## config.mk

```make
export PLATFORM = sky130hd
export DESIGN_NAME = timer_capture_common_logic
export DESIGN_NICKNAME = d
export VERILOG_FILES = /design/src/design/timer_capture_pkg.sv /design/src/design/timer_capture_common_logic.sv
export VERILOG_INCLUDE_DIRS = /design/src /design/src/design
export SDC_FILE = /design/constraint.sdc
export NUM_CORES = 1
export LEC_CHECK = 0
export BUFFER_PORTS_ARGS = -buffer_cell sky130_fd_sc_hd__buf_2
export CORE_MARGIN = 2
export CORE_UTILIZATION = 55
export CTS_CLUSTER_DIAMETER = 30
export DETAILED_ROUTE_END_ITERATION = 8
export PLACE_DENSITY = 0.73
export SYNTH_ARGS = -nofsm -noshare
export SYNTH_HDL_FRONTEND = slang
export SYNTH_SLANG_ARGS = --single-unit
```

## constraint.sdc

```tcl
create_clock -name mclk_i -period 3.15 [get_ports mclk_i]
set_input_delay 0.315 -clock mclk_i [delete_from_list [all_inputs] [get_ports mclk_i]]
set_output_delay 0.315 -clock mclk_i [all_outputs]
set_load 0.02 [all_outputs]
```

## src/design/timer_capture_cfg.svh

```systemverilog
// register map, field positions, reset values and codes of the capture timer
`ifndef TIMER_CAPTURE_CFG_SVH
`define TIMER_CAPTURE_CFG_SVH

// register indices; byte address is the index times four
`define IDX_MODE     12'h120
`define IDX_CTRL1    12'h121
`define IDX_STATUS   12'h123
`define IDX_IOCTL0   12'h124
`define IDX_IOCTL1   12'h125
`define IDX_COUNTER  12'h126
`define IDX_GEN_A    12'h128
`define IDX_GEN_B    12'h12A
`define IDX_GEN_C    12'h12C
`define IDX_GEN_D    12'h12E
`define IDX_FILTER   12'h131
`define IDX_OUTEN    12'h132
`define IDX_ROUTE    12'h183
`define BYTE_ADDR(i) {(i), 2'b00}

// reset values
`define RST_IOCTL    8'h88
`define RST_OUTEN    8'h7F
`define RST_GEN      16'hFFFF

// writable bits and bits that read as one
`define WMASK_ROUTE  8'h77
`define WMASK_IOCTL0 8'h7F
`define WMASK_FILTER 8'hDF
`define WMASK_OUTEN  8'h8F
`define RONE_IOCTL0  8'h80
`define RONE_OUTEN   8'h70

// field positions
`define MODE_START   0
`define MODE_PWM2    1
`define MODE_BUFC    2
`define MODE_BUFD    3
`define MODE_TRIG_LO 4
`define CTRL1_CCLR   7
`define CTRL1_SRC_LO 4
`define STAT_OVF     7
`define OUTEN_CUTOFF 7
`define FILT_CLK_LO  6
`define FILT_TRIG    4
`define ROUTE_C_LO   0
`define ROUTE_D_LO   4
`define IOCTL_EDGE0  0
`define IOCTL_MODE0  2
`define IOCTL_SRC0   3
`define IOCTL_EDGE1  4
`define IOCTL_MODE1  6

// count source codes
`define SRC_F1       3'h0
`define SRC_F2       3'h1
`define SRC_F4       3'h2
`define SRC_F8       3'h3
`define SRC_F32      3'h4
`define SRC_EXT      3'h5
`define SRC_OSC40    3'h6
`define SRC_OSCF     3'h7

// capture edge, filter clock and trigger codes
`define EDGE_RISE    2'h0
`define EDGE_FALL    2'h1
`define EDGE_BOTH    2'h2
`define FCLK_F32     2'h0
`define FCLK_F8      2'h1
`define FCLK_F1      2'h2
`define TRIG_RISE    2'h1
`define TRIG_FALL    2'h2
`define TRIG_BOTH    2'h3
`define ROUTE_NONE   2'h0

`endif

```

## src/design/timer_capture_pkg.sv

```systemverilog
// types shared by the capture timer
`default_nettype none
package timer_capture_pkg;

  typedef enum logic {BUS_ADDR, BUS_DATA} bus_state_t;

  typedef struct packed {
    logic        write;
    logic [13:0] addr;
  } bus_req_t;

  typedef struct packed {
    logic [1:0] edge_sel;
    logic       cap_mode;
  } chan_cfg_t;

endpackage
`default_nettype wire

```

## src/design/timer_capture_common_logic.sv

```systemverilog
// 16-bit capture timer: pin routing, count source, filter, buffering, cutoff, capture
`timescale 1ns/1ns
`default_nettype none
`include "timer_capture_cfg.svh"

module timer_capture_common_logic (
  // clock and reset
  input  wire logic        mclk_i,
  input  wire logic        reset_i,
  // ahb-lite slave
  input  wire logic        hsel_i,
  input  wire logic [31:0] haddr_i,
  input  wire logic [1:0]  htrans_i,
  input  wire logic        hwrite_i,
  input  wire logic [2:0]  hsize_i,
  input  wire logic [31:0] hwdata_i,
  input  wire logic        hready_i,
  output logic      [31:0] hrdata_o,
  output logic             hreadyout_o,
  output logic             hresp_o,
  // channel pins
  input  wire logic        chan_a_pin_i,
  output logic             chan_a_pin_o,
  output logic             chan_a_pin_oe_o,
  input  wire logic        chan_b_pin_i,
  output logic             chan_b_pin_o,
  output logic             chan_b_pin_oe_o,
  input  wire logic [2:0]  chan_c_pin_i,
  output logic      [2:0]  chan_c_pin_o,
  output logic      [2:0]  chan_c_pin_oe_o,
  input  wire logic [2:0]  chan_d_pin_i,
  output logic      [2:0]  chan_d_pin_o,
  output logic      [2:0]  chan_d_pin_oe_o,
  // trigger, clock and cutoff inputs
  input  wire logic        trigger_pin_i,
  input  wire logic        external_count_clock_pin_i,
  input  wire logic        external_count_clock_dir_in_i,
  input  wire logic        cutoff_interrupt_pin_n_i,
  // on-chip oscillator ticks and slow capture source
  input  wire logic        fast_osc_enable_i,
  input  wire logic        osc_fast_40m_i,
  input  wire logic        osc_fast_divided_i,
  input  wire logic        osc_slow_capture_source_i,
  // interrupt request pulse
  output logic             irq_o
);

  // bus slave state
  timer_capture_pkg::bus_state_t bus_state_q;
  timer_capture_pkg::bus_req_t   req_q;
  logic        hready_q;
  logic [31:0] hrdata_q;

  // software registers
  logic [7:0]  mode_q;
  logic [7:0]  ctrl1_q;
  logic [7:0]  stat_q;
  logic [7:0]  ioctl0_q;
  logic [7:0]  ioctl1_q;
  logic [7:0]  filter_q;
  logic [7:0]  outen_q;
  logic [7:0]  route_q;
  logic [15:0] cnt_q;
  logic [15:0] gen_q [4];

  // timing and pin state
  logic [4:0]  pre_q;
  logic        ext_q;
  logic        ext_prev_q;
  logic        slow_q;
  logic        slow_prev_q;
  logic [4:0]  lvl_q;
  logic [4:0]  lvl_prev_q;
  logic [2:0]  samp_q [5];
  logic [3:0]  out_lvl_q;
  logic [3:0]  drive_q;
  logic [2:0]  c_oe_q;
  logic [2:0]  d_oe_q;
  logic        irq_q;

  // ---------------- bus decode ----------------
  wire        accept  = hsel_i & hready_i & htrans_i[1] & (bus_state_q == timer_capture_pkg::BUS_ADDR);
  wire        do_acc  = (bus_state_q == timer_capture_pkg::BUS_DATA);
  wire        wr_en   = do_acc & req_q.write;
  wire [7:0]  wb      = hwdata_i[7:0];
  wire [15:0] wh      = hwdata_i[15:0];
  wire        wr_mode   = wr_en & (req_q.addr == `BYTE_ADDR(`IDX_MODE));
  wire        wr_ctrl1  = wr_en & (req_q.addr == `BYTE_ADDR(`IDX_CTRL1));
  wire        wr_stat   = wr_en & (req_q.addr == `BYTE_ADDR(`IDX_STATUS));
  wire        wr_ioctl0 = wr_en & (req_q.addr == `BYTE_ADDR(`IDX_IOCTL0));
  wire        wr_ioctl1 = wr_en & (req_q.addr == `BYTE_ADDR(`IDX_IOCTL1));
  wire        wr_cnt    = wr_en & (req_q.addr == `BYTE_ADDR(`IDX_COUNTER));
  wire        wr_filter = wr_en & (req_q.addr == `BYTE_ADDR(`IDX_FILTER));
  wire        wr_outen  = wr_en & (req_q.addr == `BYTE_ADDR(`IDX_OUTEN));
  wire        wr_route  = wr_en & (req_q.addr == `BYTE_ADDR(`IDX_ROUTE));
  wire [3:0]  wr_gen;
  assign wr_gen[0] = wr_en & (req_q.addr == `BYTE_ADDR(`IDX_GEN_A));
  assign wr_gen[1] = wr_en & (req_q.addr == `BYTE_ADDR(`IDX_GEN_B));
  assign wr_gen[2] = wr_en & (req_q.addr == `BYTE_ADDR(`IDX_GEN_C));
  assign wr_gen[3] = wr_en & (req_q.addr == `BYTE_ADDR(`IDX_GEN_D));

  // unmapped addresses read as zero and ignore writes
  wire [15:0] rd_mux =
    (req_q.addr == `BYTE_ADDR(`IDX_MODE))    ? {8'h00, mode_q} :
    (req_q.addr == `BYTE_ADDR(`IDX_CTRL1))   ? {8'h00, ctrl1_q} :
    (req_q.addr == `BYTE_ADDR(`IDX_STATUS))  ? {8'h00, stat_q} :
    (req_q.addr == `BYTE_ADDR(`IDX_IOCTL0))  ? {8'h00, ioctl0_q | `RONE_IOCTL0} :
    (req_q.addr == `BYTE_ADDR(`IDX_IOCTL1))  ? {8'h00, ioctl1_q} :
    (req_q.addr == `BYTE_ADDR(`IDX_COUNTER)) ? cnt_q :
    (req_q.addr == `BYTE_ADDR(`IDX_GEN_A))   ? gen_q[0] :
    (req_q.addr == `BYTE_ADDR(`IDX_GEN_B))   ? gen_q[1] :
    (req_q.addr == `BYTE_ADDR(`IDX_GEN_C))   ? gen_q[2] :
    (req_q.addr == `BYTE_ADDR(`IDX_GEN_D))   ? gen_q[3] :
    (req_q.addr == `BYTE_ADDR(`IDX_FILTER))  ? {8'h00, filter_q} :
    (req_q.addr == `BYTE_ADDR(`IDX_OUTEN))   ? {8'h00, outen_q | `RONE_OUTEN} :
    (req_q.addr == `BYTE_ADDR(`IDX_ROUTE))   ? {8'h00, route_q} : 16'h0000;

  // one wait state on every transfer keeps read data straight from a flop
  always_ff @(posedge mclk_i)
  begin
    if (reset_i)
    begin
      bus_state_q <= timer_capture_pkg::BUS_ADDR;
      req_q       <= '0;
      hready_q    <= 1'b1;
      hrdata_q    <= 32'h0000_0000;
    end
    else
    begin
      case (bus_state_q)
        timer_capture_pkg::BUS_ADDR:
        begin
          if (accept)
          begin
            req_q.write <= hwrite_i;
            req_q.addr  <= haddr_i[13:0];
            hready_q    <= 1'b0;
            bus_state_q <= timer_capture_pkg::BUS_DATA;
          end
        end
        timer_capture_pkg::BUS_DATA:
        begin
          hrdata_q    <= req_q.write ? 32'h0000_0000 : {16'h0000, rd_mux};
          hready_q    <= 1'b1;
          bus_state_q <= timer_capture_pkg::BUS_ADDR;
        end
        default:
        begin
          hready_q    <= 1'b1;
          bus_state_q <= timer_capture_pkg::BUS_ADDR;
        end
      endcase
    end
  end

  // ---------------- count source ----------------
  wire [2:0] src_sel = ctrl1_q[`CTRL1_SRC_LO +: 3];
  wire       ext_tick = ext_q & ~ext_prev_q & external_count_clock_dir_in_i;
  // oscillator ticks count only while the oscillator is switched on
  wire       src_tick =
    (src_sel == `SRC_F1)    ? 1'b1 :
    (src_sel == `SRC_F2)    ? pre_q[0] :
    (src_sel == `SRC_F4)    ? (&pre_q[1:0]) :
    (src_sel == `SRC_F8)    ? (&pre_q[2:0]) :
    (src_sel == `SRC_F32)   ? (&pre_q) :
    (src_sel == `SRC_EXT)   ? ext_tick :
    (src_sel == `SRC_OSC40) ? (osc_fast_40m_i & fast_osc_enable_i) :
                              (osc_fast_divided_i & fast_osc_enable_i);

  wire [1:0] fclk_sel = filter_q[`FILT_CLK_LO +: 2];
  wire       samp_tick =
    (fclk_sel == `FCLK_F32) ? (&pre_q) :
    (fclk_sel == `FCLK_F8)  ? (&pre_q[2:0]) :
    (fclk_sel == `FCLK_F1)  ? 1'b1 : src_tick;

  // ---------------- pin routing ----------------
  wire [1:0] route_c = route_q[`ROUTE_C_LO +: 2];
  wire [1:0] route_d = route_q[`ROUTE_D_LO +: 2];
  wire       route_c_lvl = (route_c == 2'h1) ? chan_c_pin_i[0] :
                           (route_c == 2'h2) ? chan_c_pin_i[1] :
                           (route_c == 2'h3) ? chan_c_pin_i[2] : 1'b0;
  wire       route_d_lvl = (route_d == 2'h1) ? chan_d_pin_i[0] :
                           (route_d == 2'h2) ? chan_d_pin_i[1] :
                           (route_d == 2'h3) ? chan_d_pin_i[2] : 1'b0;
  wire [4:0] raw_in = {trigger_pin_i, route_d_lvl, route_c_lvl, chan_b_pin_i, chan_a_pin_i};

  // ---------------- channel configuration ----------------
  timer_capture_pkg::chan_cfg_t cfg [4];
  assign cfg[0] = {ioctl0_q[`IOCTL_EDGE0 +: 2], ioctl0_q[`IOCTL_MODE0]};
  assign cfg[1] = {ioctl0_q[`IOCTL_EDGE1 +: 2], ioctl0_q[`IOCTL_MODE1]};
  assign cfg[2] = {ioctl1_q[`IOCTL_EDGE0 +: 2], ioctl1_q[`IOCTL_MODE0]};
  assign cfg[3] = {ioctl1_q[`IOCTL_EDGE1 +: 2], ioctl1_q[`IOCTL_MODE1]};

  wire       run   = mode_q[`MODE_START];
  wire       cnt_step = run & src_tick;
  wire       bufc  = mode_q[`MODE_BUFC];
  wire       bufd  = mode_q[`MODE_BUFD];
  wire       cclr  = ctrl1_q[`CTRL1_CCLR];
  wire       ovf   = cnt_step & (cnt_q == 16'hFFFF);
  wire       cutoff_now = outen_q[`OUTEN_CUTOFF] & ~cutoff_interrupt_pin_n_i;

  wire [3:0] cap_fire;
  wire [3:0] match;
  wire [3:0] cmp_flag;
  wire [1:0] tsel = mode_q[`MODE_TRIG_LO +: 2];
  wire       trig_rise = lvl_q[4] & ~lvl_prev_q[4];
  wire       trig_fall = ~lvl_q[4] & lvl_prev_q[4];
  wire       trig_evt = ((tsel == `TRIG_RISE) & trig_rise) | ((tsel == `TRIG_FALL) & trig_fall) |
                        ((tsel == `TRIG_BOTH) & (trig_rise | trig_fall));

  // channel A may watch the slow oscillator instead of its pin
  wire       a_srcpin = ioctl0_q[`IOCTL_SRC0];
  wire       a_now    = a_srcpin ? lvl_q[0] : slow_q;
  wire       a_prev   = a_srcpin ? lvl_prev_q[0] : slow_prev_q;

  genvar j;
  generate
    // digital filter on four channels and the trigger
    for (j = 0; j < 5; j++)
    begin : g_filt
      wire flt_on = filter_q[j];
      wire agree  = (samp_q[j] == 3'h7) | (samp_q[j] == 3'h0);
      always_ff @(posedge mclk_i)
      begin
        if (reset_i)
        begin
          samp_q[j]     <= 3'h0;
          lvl_q[j]      <= 1'b0;
          lvl_prev_q[j] <= 1'b0;
        end
        else
        begin
          if (samp_tick)
            samp_q[j] <= {samp_q[j][1:0], raw_in[j]};
          if (!flt_on)
            lvl_q[j] <= raw_in[j];
          else if (agree)
            lvl_q[j] <= samp_q[j][0];
          lvl_prev_q[j] <= lvl_q[j];
        end
      end
    end

    // edge detection, compare match and flag sources per channel
    for (j = 0; j < 4; j++)
    begin : g_chan
      wire now_l  = (j == 0) ? a_now : lvl_q[j];
      wire prev_l = (j == 0) ? a_prev : lvl_prev_q[j];
      wire rise   = now_l & ~prev_l;
      wire fall   = ~now_l & prev_l;
      wire edge_ok = ((cfg[j].edge_sel == `EDGE_RISE) & rise) |
                     ((cfg[j].edge_sel == `EDGE_FALL) & fall) |
                     ((cfg[j].edge_sel == `EDGE_BOTH) & (rise | fall));
      assign cap_fire[j] = cfg[j].cap_mode & edge_ok;
      assign match[j]    = cnt_step & (cnt_q == gen_q[j]);
      assign cmp_flag[j] = ~cfg[j].cap_mode & match[j];
    end
  endgenerate

  // ---------------- general register loads ----------------
  wire        ld_a_buf = ~cfg[0].cap_mode & bufc & match[0];
  wire        ld_b_buf = ~cfg[1].cap_mode & bufd & match[1];
  wire        ld_b_pwm2 = mode_q[`MODE_PWM2] & (match[0] | trig_evt);
  wire [3:0]  ld_en;
  wire [15:0] ld_val [4];
  assign ld_en[0]  = cap_fire[0] | ld_a_buf;
  assign ld_val[0] = cap_fire[0] ? cnt_q : gen_q[2];
  assign ld_en[1]  = cap_fire[1] | ld_b_buf | ld_b_pwm2;
  assign ld_val[1] = cap_fire[1] ? cnt_q : gen_q[3];
  // with buffering on, a capture on A or B pushes the old value to C or D
  assign ld_en[2]  = bufc ? (cfg[0].cap_mode & cap_fire[0]) : cap_fire[2];
  assign ld_val[2] = bufc ? gen_q[0] : cnt_q;
  assign ld_en[3]  = bufd ? (cfg[1].cap_mode & cap_fire[1]) : cap_fire[3];
  assign ld_val[3] = bufd ? gen_q[1] : cnt_q;

  generate
    for (j = 0; j < 4; j++)
    begin : g_gen
      always_ff @(posedge mclk_i)
      begin
        if (reset_i)
          gen_q[j] <= `RST_GEN;
        else if (wr_gen[j])
          gen_q[j] <= wh;
        else if (ld_en[j])
          gen_q[j] <= ld_val[j];
      end
    end
  endgenerate

  // ---------------- counter ----------------
  wire        clr_cap = cclr & cap_fire[0];
  wire        clr_cmp = cclr & cmp_flag[0];
  wire [15:0] cnt_d = wr_cnt ? wh :
                      clr_cap ? 16'h0000 :
                      cnt_step ? (clr_cmp ? 16'h0000 : cnt_q + 16'h0001) : cnt_q;

  // ---------------- status and output disable ----------------
  wire [3:0] ch_set  = cap_fire | cmp_flag;
  wire [7:0] stat_set = {ovf, 3'h0, ch_set};
  wire [7:0] stat_clr = wr_stat ? ~wb : 8'h00;
  // hardware set wins over a same-cycle software clear
  wire [7:0] stat_d  = (stat_q & ~stat_clr) | stat_set;
  wire [7:0] outen_w = wr_outen ? (wb & `WMASK_OUTEN) : outen_q;
  wire [7:0] outen_d = cutoff_now ? (outen_w | 8'h0F) : outen_w;
  // cutoff also gates drive directly so pins release on the next edge
  wire [3:0] drive_d = ~{cfg[3].cap_mode, cfg[2].cap_mode, cfg[1].cap_mode, cfg[0].cap_mode} &
                       ~outen_q[3:0] & {4{~cutoff_now}};
  wire [3:0] out_lvl_d = out_lvl_q ^ cmp_flag;
  // only the routed alternate pin is driven; code 00 leaves all three free
  wire [2:0] c_oe_d = {3{drive_d[2]}} & {route_c == 2'h3, route_c == 2'h2, route_c == 2'h1};
  wire [2:0] d_oe_d = {3{drive_d[3]}} & {route_d == 2'h3, route_d == 2'h2, route_d == 2'h1};

  always_ff @(posedge mclk_i)
  begin
    if (reset_i)
    begin
      mode_q    <= 8'h00;
      ctrl1_q   <= 8'h00;
      stat_q    <= 8'h00;
      ioctl0_q  <= `RST_IOCTL & `WMASK_IOCTL0;
      ioctl1_q  <= `RST_IOCTL;
      filter_q  <= 8'h00;
      outen_q   <= `RST_OUTEN & `WMASK_OUTEN;
      route_q   <= 8'h00;
      cnt_q     <= 16'h0000;
    end
    else
    begin
      if (wr_mode)
        mode_q <= wb;
      if (wr_ctrl1)
        ctrl1_q <= wb;
      if (wr_ioctl0)
        ioctl0_q <= wb & `WMASK_IOCTL0;
      if (wr_ioctl1)
        ioctl1_q <= wb;
      if (wr_filter)
        filter_q <= wb & `WMASK_FILTER;
      if (wr_route)
        route_q <= wb & `WMASK_ROUTE;
      stat_q  <= stat_d;
      outen_q <= outen_d;
      cnt_q   <= cnt_d;
    end
  end

  // ---------------- pin and interrupt flops ----------------
  always_ff @(posedge mclk_i)
  begin
    if (reset_i)
    begin
      pre_q       <= 5'h00;
      ext_q       <= 1'b0;
      ext_prev_q  <= 1'b0;
      slow_q      <= 1'b0;
      slow_prev_q <= 1'b0;
      out_lvl_q   <= 4'h0;
      drive_q     <= 4'h0;
      c_oe_q      <= 3'h0;
      d_oe_q      <= 3'h0;
      irq_q       <= 1'b0;
    end
    else
    begin
      pre_q       <= pre_q + 5'h01;
      ext_q       <= external_count_clock_pin_i;
      ext_prev_q  <= ext_q;
      slow_q      <= osc_slow_capture_source_i;
      slow_prev_q <= slow_q;
      out_lvl_q   <= out_lvl_d;
      drive_q     <= drive_d;
      c_oe_q      <= c_oe_d;
      d_oe_q      <= d_oe_d;
      irq_q       <= (|ch_set) | ovf;
    end
  end

  // ---------------- outputs ----------------
  assign hrdata_o        = hrdata_q;
  assign hreadyout_o     = hready_q;
  assign hresp_o         = 1'b0;
  assign chan_a_pin_o    = out_lvl_q[0];
  assign chan_a_pin_oe_o = drive_q[0];
  assign chan_b_pin_o    = out_lvl_q[1];
  assign chan_b_pin_oe_o = drive_q[1];
  assign chan_c_pin_o    = {3{out_lvl_q[2]}};
  assign chan_d_pin_o    = {3{out_lvl_q[3]}};
  assign chan_c_pin_oe_o = c_oe_q;
  assign chan_d_pin_oe_o = d_oe_q;
  assign irq_o           = irq_q;

endmodule
`default_nettype wire

```

==> summary.txt, run 1 <==
Route
  – Via/cell ratio: approximately 6.4
  – Routed Wire Length: 43210 µm
  – DR vias: about 12000
  – Drt pass-1 iters: 8
  – Initial DRC Count: 1506
  – Wire per inst: 23.35 µm
  – DRC viols: 0
  – Final ANT Viol Nets: 0

Logic synthesis
  – Sequential-to-total area share from yosys stat: 0.4168
  – Synth Instances: ~1400
  – Synth area leaders: dfxtp_1 (22%), edfxtp_1 (19%), mux2i_1 (8.5%)
  – FFs w/ async S/R, synth: 0
  – Top FF cell, synth: dfxtp_1
  – Yosys top cell area share: 0.2243
  – #FFs+latches synth: ~220
  – Most frequent cells after synthesis: nor2_1 (176), a21oi_1 (168), dfxtp_1 (138)
  – EDFF count, synth: 79
  – Synth area leader: dfxtp_1
  – Syn. warnings: 0
  – Synth Area per Inst: 8.719 µm²
  – Synthesized area: approximately 0.012 mm²
  – Library cells used by synthesis: 79
  – Cell with the most instances after synthesis: nor2_1

Worst setup path
  – Setup crit end kind: flip-flop
  – Worst Setup Start Kind: flip-flop
  – Worst Path Required: roughly 3600 ps
  – CP arrival: 3540 ps
  – CP max FO: 9
  – Critical R2R Launch: pre_q[0]
  – Start point of the critical path: pre_q[0]
  – Setup CP Type: flip-flop to flip-flop

Timing
  – RSZ-0062 raised after global routing: false
  – Clock skew: roughly 26 ps
  – Finish-stage setup viols: 0
  – Tcrit/Tclk final: 0.9842
  – TNS Setup: 0 ps
  – Pins Over Slew Limit: 0
  – Max_slew headroom: 0.4510
  – Fin crit period: 3100 ps
  – Final worst slack: 49.72 ps
  – Slew @ Worst Pin: 817.2 ps
  – Fin. Hold Viols: 0
  – Fmax: 322.6 MHz

Run status
  – Status: complete, no violations

Pwr
  – VDD IR max: 362.0 µV
  – Comb power frac: 0.032
  – Switch Pwr: 1.953 mW
  – Switching part of the total power: 0.2194
  – Sequential share of power: 0.332
  – Power Density: roughly 600 mW/mm²
  – P_int: roughly 7 mW
  – Clock Power Share: 0.636
  – Pleak: around 5.6 nW

Clocking
  – H-tree Lvls: 2
  – Max clock buf depth: 3
  – CTS tree: done
  – Num CTS Buffers: 50
  – Num Clock Sinks: roughly 220
  – Root Buffer: clkbuf_16
  – Worst skew pair latency: ~570 ps
  – Worst-path clk slew: around 50 ps

Min path
  – HP Start: haddr_i[5]
  – Hold/Removal Path Class: primary input to flip-flop

Die
  – Rows: 54
  – Die X: 153.7 µm
  – DIE AREA: 0.02361 mm²
  – Core area: 0.02189 mm²
  – Initial Util: 0.5628
  – Die Y: 153.7 µm
  – IO Pins: 141

Placed design
  – Port-buffer cells: between 80 and 90
  – Post-DP HPWL: 30680 µm
  – Routability cong.: 1.011
  – DP Cell Count: between 1500 and 2000
  – Place WS: -27.78 ps

GRT
  – Largest net degree at the start of global routing: 45
  – First-pass GRT wire length: 65430 µm
  – Grt total ovfl: 0
  – GRT Util Overall: 0.3564
  – Number of global-route vias before repair: 11100
  – Initial antenna violation count: 0

Flow run
  – Max_cap viols: 0

Finish
  – Final core occ: 0.6920
  – Nets: 1633
  – Non-filler instance count after layout: between 1500 and 2000
  – Diode count: 0
  – Syn-to-layout area delta: 22.96%
  – Share of cells above drive strength 1: 0.1820
-- sequential cells by signal, summed over array words and instances (netlist names), 15 cells and up --
name,cells
cnt_q,16
hrdata_o,16
req_q,15
gen_q,64
samp_q,15
-- critical path, cell delays in order (launching register included) --
cell,delay (ps)
dfxtp_1,340
ha_1,240
and3_1,150
ha_1,190
nand2b_1,80
a311oi_2,120
o21ai_2,540
buf_4,290
o31ai_4,100
a21oi_1,220
buf_4,210
o21ai_0,120
a311oi_1,360
-- path summary, 6_finish.rpt --
check                                    end  slack [ps]  cells past startpoint
worst max-delay path                cnt_q[6]          50                     12
worst min-delay path                req_q[5]           8                      3
worst max register to register      cnt_q[6]          50                     12
worst min register to register  hrdata_o[13]         450                      2
-- what timing repair did --
action                                  4_1_cts  5_1_grt
pin swaps                                     0        2
cloned                                        0        0
hold buffers                                  6        0
endpoints found under the setup margin       17       71
hold endpoints to repair                      6        0
setup buffers                                 0        3
resized for setup                             1        3
-- stage by stage --
step           hold slack, ps  power, mW  area (µm²)
2_1_floorplan           418.4      3.167       12380
3_3_place_gp            433.0      3.268       13160
3_5_place_dp            438.9      3.271       13160
4_1_cts                0.6847      8.920       15110
5_1_grt                 9.082      9.082       15150
6_report                7.621      8.903       15150
-- per-layer routing --
metal	share of wire	global-route usage	routed length, µm
met1	0.40	0.4991	17480
met2	0.42	0.5240	18360
met3	0.13	0.09696	5608
met4	0.041	0.1424	1759
met5	0	0	0
-- kinds of logic after synthesis --
group,share of synthesized area
DFF,0.4168
muxes,0.09080
other,0.0003044
and+or+nand+nor,0.2001
AOI/OAI and AO/OA,0.1706
buffers and inverters,0.05809
xor gates and xnor gates,0.04906
adders and majority gates,0.01422
-- power groups by stage --
| stage | combinational (mW) | clock (mW) | sequential (mW) |
|---|---|---|---|
| floorplan | 0.173 | 0 | 2.99 |
| global placement | 0.264 | 0 | 3.00 |
| detailed placement | 0.266 | 0 | 3.01 |
| CTS | 0.274 | 5.69 | 2.95 |
| global route | 0.298 | 5.83 | 2.96 |
| finish | 0.282 | 5.67 | 2.96 |
-- layout make-up --
| cell class | instances | area (µm²) |
|---|---|---|
| inverter | 31 | 116.4 |
| clock buffer | 67 | 1470 |
| multi-input combinational | 1058 | 6575 |
| timing repair buffer | 171 | 1089 |
| clock inverter | 27 | 412.9 |
| tap | 280 | 350.3 |
| fill | 1743 | 6743 |
| sequential | 217 | 5135 |
-- cell usage in the layout, fill, tap and decap left out, types with 6 or more instances in the layout --
| cell | n |
|---|---|
| nand4_1 | 14 |
| xnor2_1 | 41 |
| nor2b_1 | 19 |
| a221oi_1 | 12 |
| inv_1 | 30 |
| nand2b_1 | 6 |
| nor3_1 | 27 |
| xor2_1 | 28 |
| bufinv_16 | 8 |
| buf_2 | 84 |
| o211ai_1 | 7 |
| clkbuf_1 | 6 |
| or3_1 | 7 |
| conb_1 | 17 |
| buf_4 | 81 |
| nand2_1 | 122 |
| nor4_1 | 11 |
| mux2_2 | 6 |
| o21ai_0 | 78 |
| o32ai_1 | 6 |
| ha_1 | 14 |
| a22oi_1 | 16 |
| nor2_1 | 176 |
| clkbuf_16 | 54 |
| a21oi_1 | 168 |
| a21o_1 | 6 |
| a31oi_1 | 6 |
| mux2i_1 | 105 |
| nand3_1 | 38 |
| a211oi_1 | 6 |
| edfxtp_1 | 79 |
| dfxtp_1 | 138 |
| dlygate4sd3_1 | 6 |
| clkbuf_8 | 7 |
| and2_1 | 20 |
(Power assumes the default switching activity.)
==> run 2: changes to the inputs <==
--- a/config.mk
+++ b/config.mk
@@ -9,6 +9,7 @@
 export BUFFER_PORTS_ARGS = -buffer_cell sky130_fd_sc_hd__buf_2
 export CORE_MARGIN = 2
 export CORE_UTILIZATION = 55
+export CTS_BUF_LIST = sky130_fd_sc_hd__clkbuf_4 sky130_fd_sc_hd__clkbuf_8
 export CTS_CLUSTER_DIAMETER = 30
 export DETAILED_ROUTE_END_ITERATION = 8
 export PLACE_DENSITY = 0.73
==> run 2 against run 1 <==
Net effect: clock-buffer cell count increased by 4; total power decreased by 17%; clock skew increased by 5.0 ps; non-clock buffer count increased by 14; global-route usage decreased by 0.34 points; critical endpoint unchanged; critical path type unchanged; register-to-register slack improved by 120 ps; sequential power about the same.
==> summary.txt, run 2 (synthesized netlist as in run 1, its figures left out) <==
Worst setup path
  – CP top delay family: compound AO/OA/AOI/OAI gates
  – Setup CP Type: flip-flop to flip-flop
  – Setup crit end kind: flip-flop
  – CP peak stage delay: 530 ps
  – Critical path cell sequence: ha_1 -> and3_1 -> ha_1 -> nand2b_1 -> a311oi_2 -> o21ai_2 -> buf_4 -> o31ai_4 -> a21oi_1 -> buf_4 -> o21ai_0 -> a311oi_1
  – Slowest CP cell: o21ai_2
  – R2r setup slk: 170 ps
  – Worst Path Required: 3640 ps
  – Worst Setup Start Kind: flip-flop
  – R2R depth: 12
  – CP arrival: 3470 ps
  – WP buf/inv: 2
  – Critical R2R Launch: pre_q[0]
  – CP max FO: 9
  – FF-to-FF End: cnt_q[6]

Timing
  – Fin. Hold Viols: 0
  – Worst hold slack: 84.51 ps
  – Max_slew headroom: 0.4178
  – Clock skew: 30.85 ps
  – TNS Setup: 0 ps
  – Fmax: 335.5 MHz
  – Slew @ Worst Pin: ~870 ps
  – RSZ-0062 raised after global routing: false
  – Tcrit/Tclk final: 0.9463
  – Final worst slack: 169.2 ps
  – Pins Over Slew Limit: 0
  – Fin crit period: 2981 ps
  – Finish-stage setup viols: 0

Placed design
  – Place WS: -27.78 ps
  – DP Area: roughly 0.013 mm²
  – Post-DP HPWL: 30680 µm
  – Port-buffer cells: 85
  – Routability cong.: 1.011
  – DP Cell Count: between 1500 and 2000

Die
  – IO Pins: around 140
  – Core area: about 0.022 mm²
  – Die Y: roughly 150 µm
  – Die X: 153.7 µm
  – DIE AREA: 0.02361 mm²
  – Rows: 54
  – Initial Util: 0.5628

GRT
  – First-pass GRT wire length: 64720 µm
  – Number of global-route vias before repair: 11060
  – Grt total ovfl: 0
  – Largest net degree at the start of global routing: 45
  – GRT Util Overall: 0.3530
  – Initial antenna violation count: 0

Pwr
  – Pleak: approximately 5.4 nW
  – Power Density: between 500 and 600 mW/mm²
  – Pwr Total: between 7 and 8 mW
  – VDD IR max: 423.9 µV

Finish
  – Share of cells above drive strength 1: 0.1853
  – Max FFs per register: 64
  – Final core occ: 0.6726
  – Syn-to-layout area delta: 19.52%
  – Diode count: 0
  – Non-filler instance count after layout: 1867
  – Commonest non-fill, non-tap cells in the layout: nor2_1 (176), a21oi_1 (168), dfxtp_1 (138)
  – Commonest non-fill, non-tap cell in the layout: nor2_1
  – Top reg by flops: gen_q
  – Design area: 0.01472 mm²
  – Nets: approximately 1600

Route
  – Initial DRC Count: about 1500
  – Final ANT Viol Nets: 0
  – Via/cell ratio: 6.268
  – DR vias: 11700
  – Drt pass-1 iters: 7
  – Wire per inst: about 23 µm
  – DRC viols: 0
  – Routed Wire Length: 42830 µm

Clocking
  – Num Clock Sinks: 217
  – CTS tree: done
  – Worst-path clk slew: 60 ps
  – Worst skew pair latency: ~600 ps
  – Max clock buf depth: 3
  – H-tree Lvls: 2
  – Root Buffer: clkbuf_8
  – Num CTS Buffers: 51

Min path
  – HP Start: hwdata_i[12]
  – Hold Path End: cnt_q[12]
  – WHS Path Cells: 3
  – Hold/Removal Path Class: primary input to flip-flop

Flow run
  – Max_cap viols: 0

Run status
  – Status: complete, no violations
==> run 2: cell count changes in the layout (fill, tap and decap cells not counted), moves of 6 or more <==
| cell | previous run | this run |
|---|---|---|
| clkbuf_8 | 7 | 63 |
| clkbuf_1 | 6 | 0 |
| clkbuf_4 | 0 | 8 |
| dlygate4sd3_1 | 6 | 20 |
| clkbuf_16 | 54 | 0 |
==> run 2: area by class of cell <==
| class | instances | area, µm² |
|---|---|---|
| clock buffer | 71 | 927.1 |
| clock inverter | 25 | 391.6 |
| fill | 1818 | 7167 |
| inverter | 31 | 116.4 |
| multi-input combinational | 1058 | 6575 |
| sequential | 217 | 5135 |
| tap | 280 | 350.3 |
| timing repair buffer | 185 | 1229 |
==> run 2: worst max path at each step <==
stage | startpoint | endpoint | slack (ps) | cells past startpoint
after floorplan | pre_q[0] | gen_q[1][10] | 470 | 12
after global placement | pre_q[0] | gen_q[1][14] | 30 | 11
after detailed placement | pre_q[0] | gen_q[1][10] | -30 | 11
after CTS | ioctl0_q[3] | gen_q[2][13] | 40 | 8
after global routing | pre_q[0] | cnt_q[6] | 30 | 12
final | pre_q[0] | cnt_q[6] | 170 | 12
==> run 2: repair_timing <==
| action | in CTS | in global routing |
|---|---|---|
| cloned | 0 | 0 |
| endpoints found under the hold margin | 20 | 0 |
| endpoints found under the setup margin | 17 | 77 |
| setup buffers | 0 | 3 |
| resized for setup | 1 | 3 |
| pin swaps | 0 | 3 |
| hold buffers | 20 | 0 |
==> run 2: report_power, final <==
group	switching (mW)	internal [mW]
registers	0.0250	2.92
clock network	1.46	2.68
logic	0.203	0.0919
==> run 2: layer usage <==
metal  vias up  GRT usage  wire length [µm]  share of wire
met5         -          0                 0              0
met4         0     0.1503              1783          0.042
met3       125     0.1051              5674           0.13
met2       753     0.5073             17990           0.42
met1      5514     0.4946             17390           0.41
li1       5311          -                 -              -
==> run 2: worst register-to-register path, stage by stage (launching register included) <==
cell	delay, ps
dfxtp_1	340
ha_1	240
and3_1	150
ha_1	190
nand2b_1	80
a311oi_2	120
o21ai_2	530
buf_4	290
o31ai_4	100
a21oi_1	220
buf_4	210
o21ai_0	120
a311oi_1	300
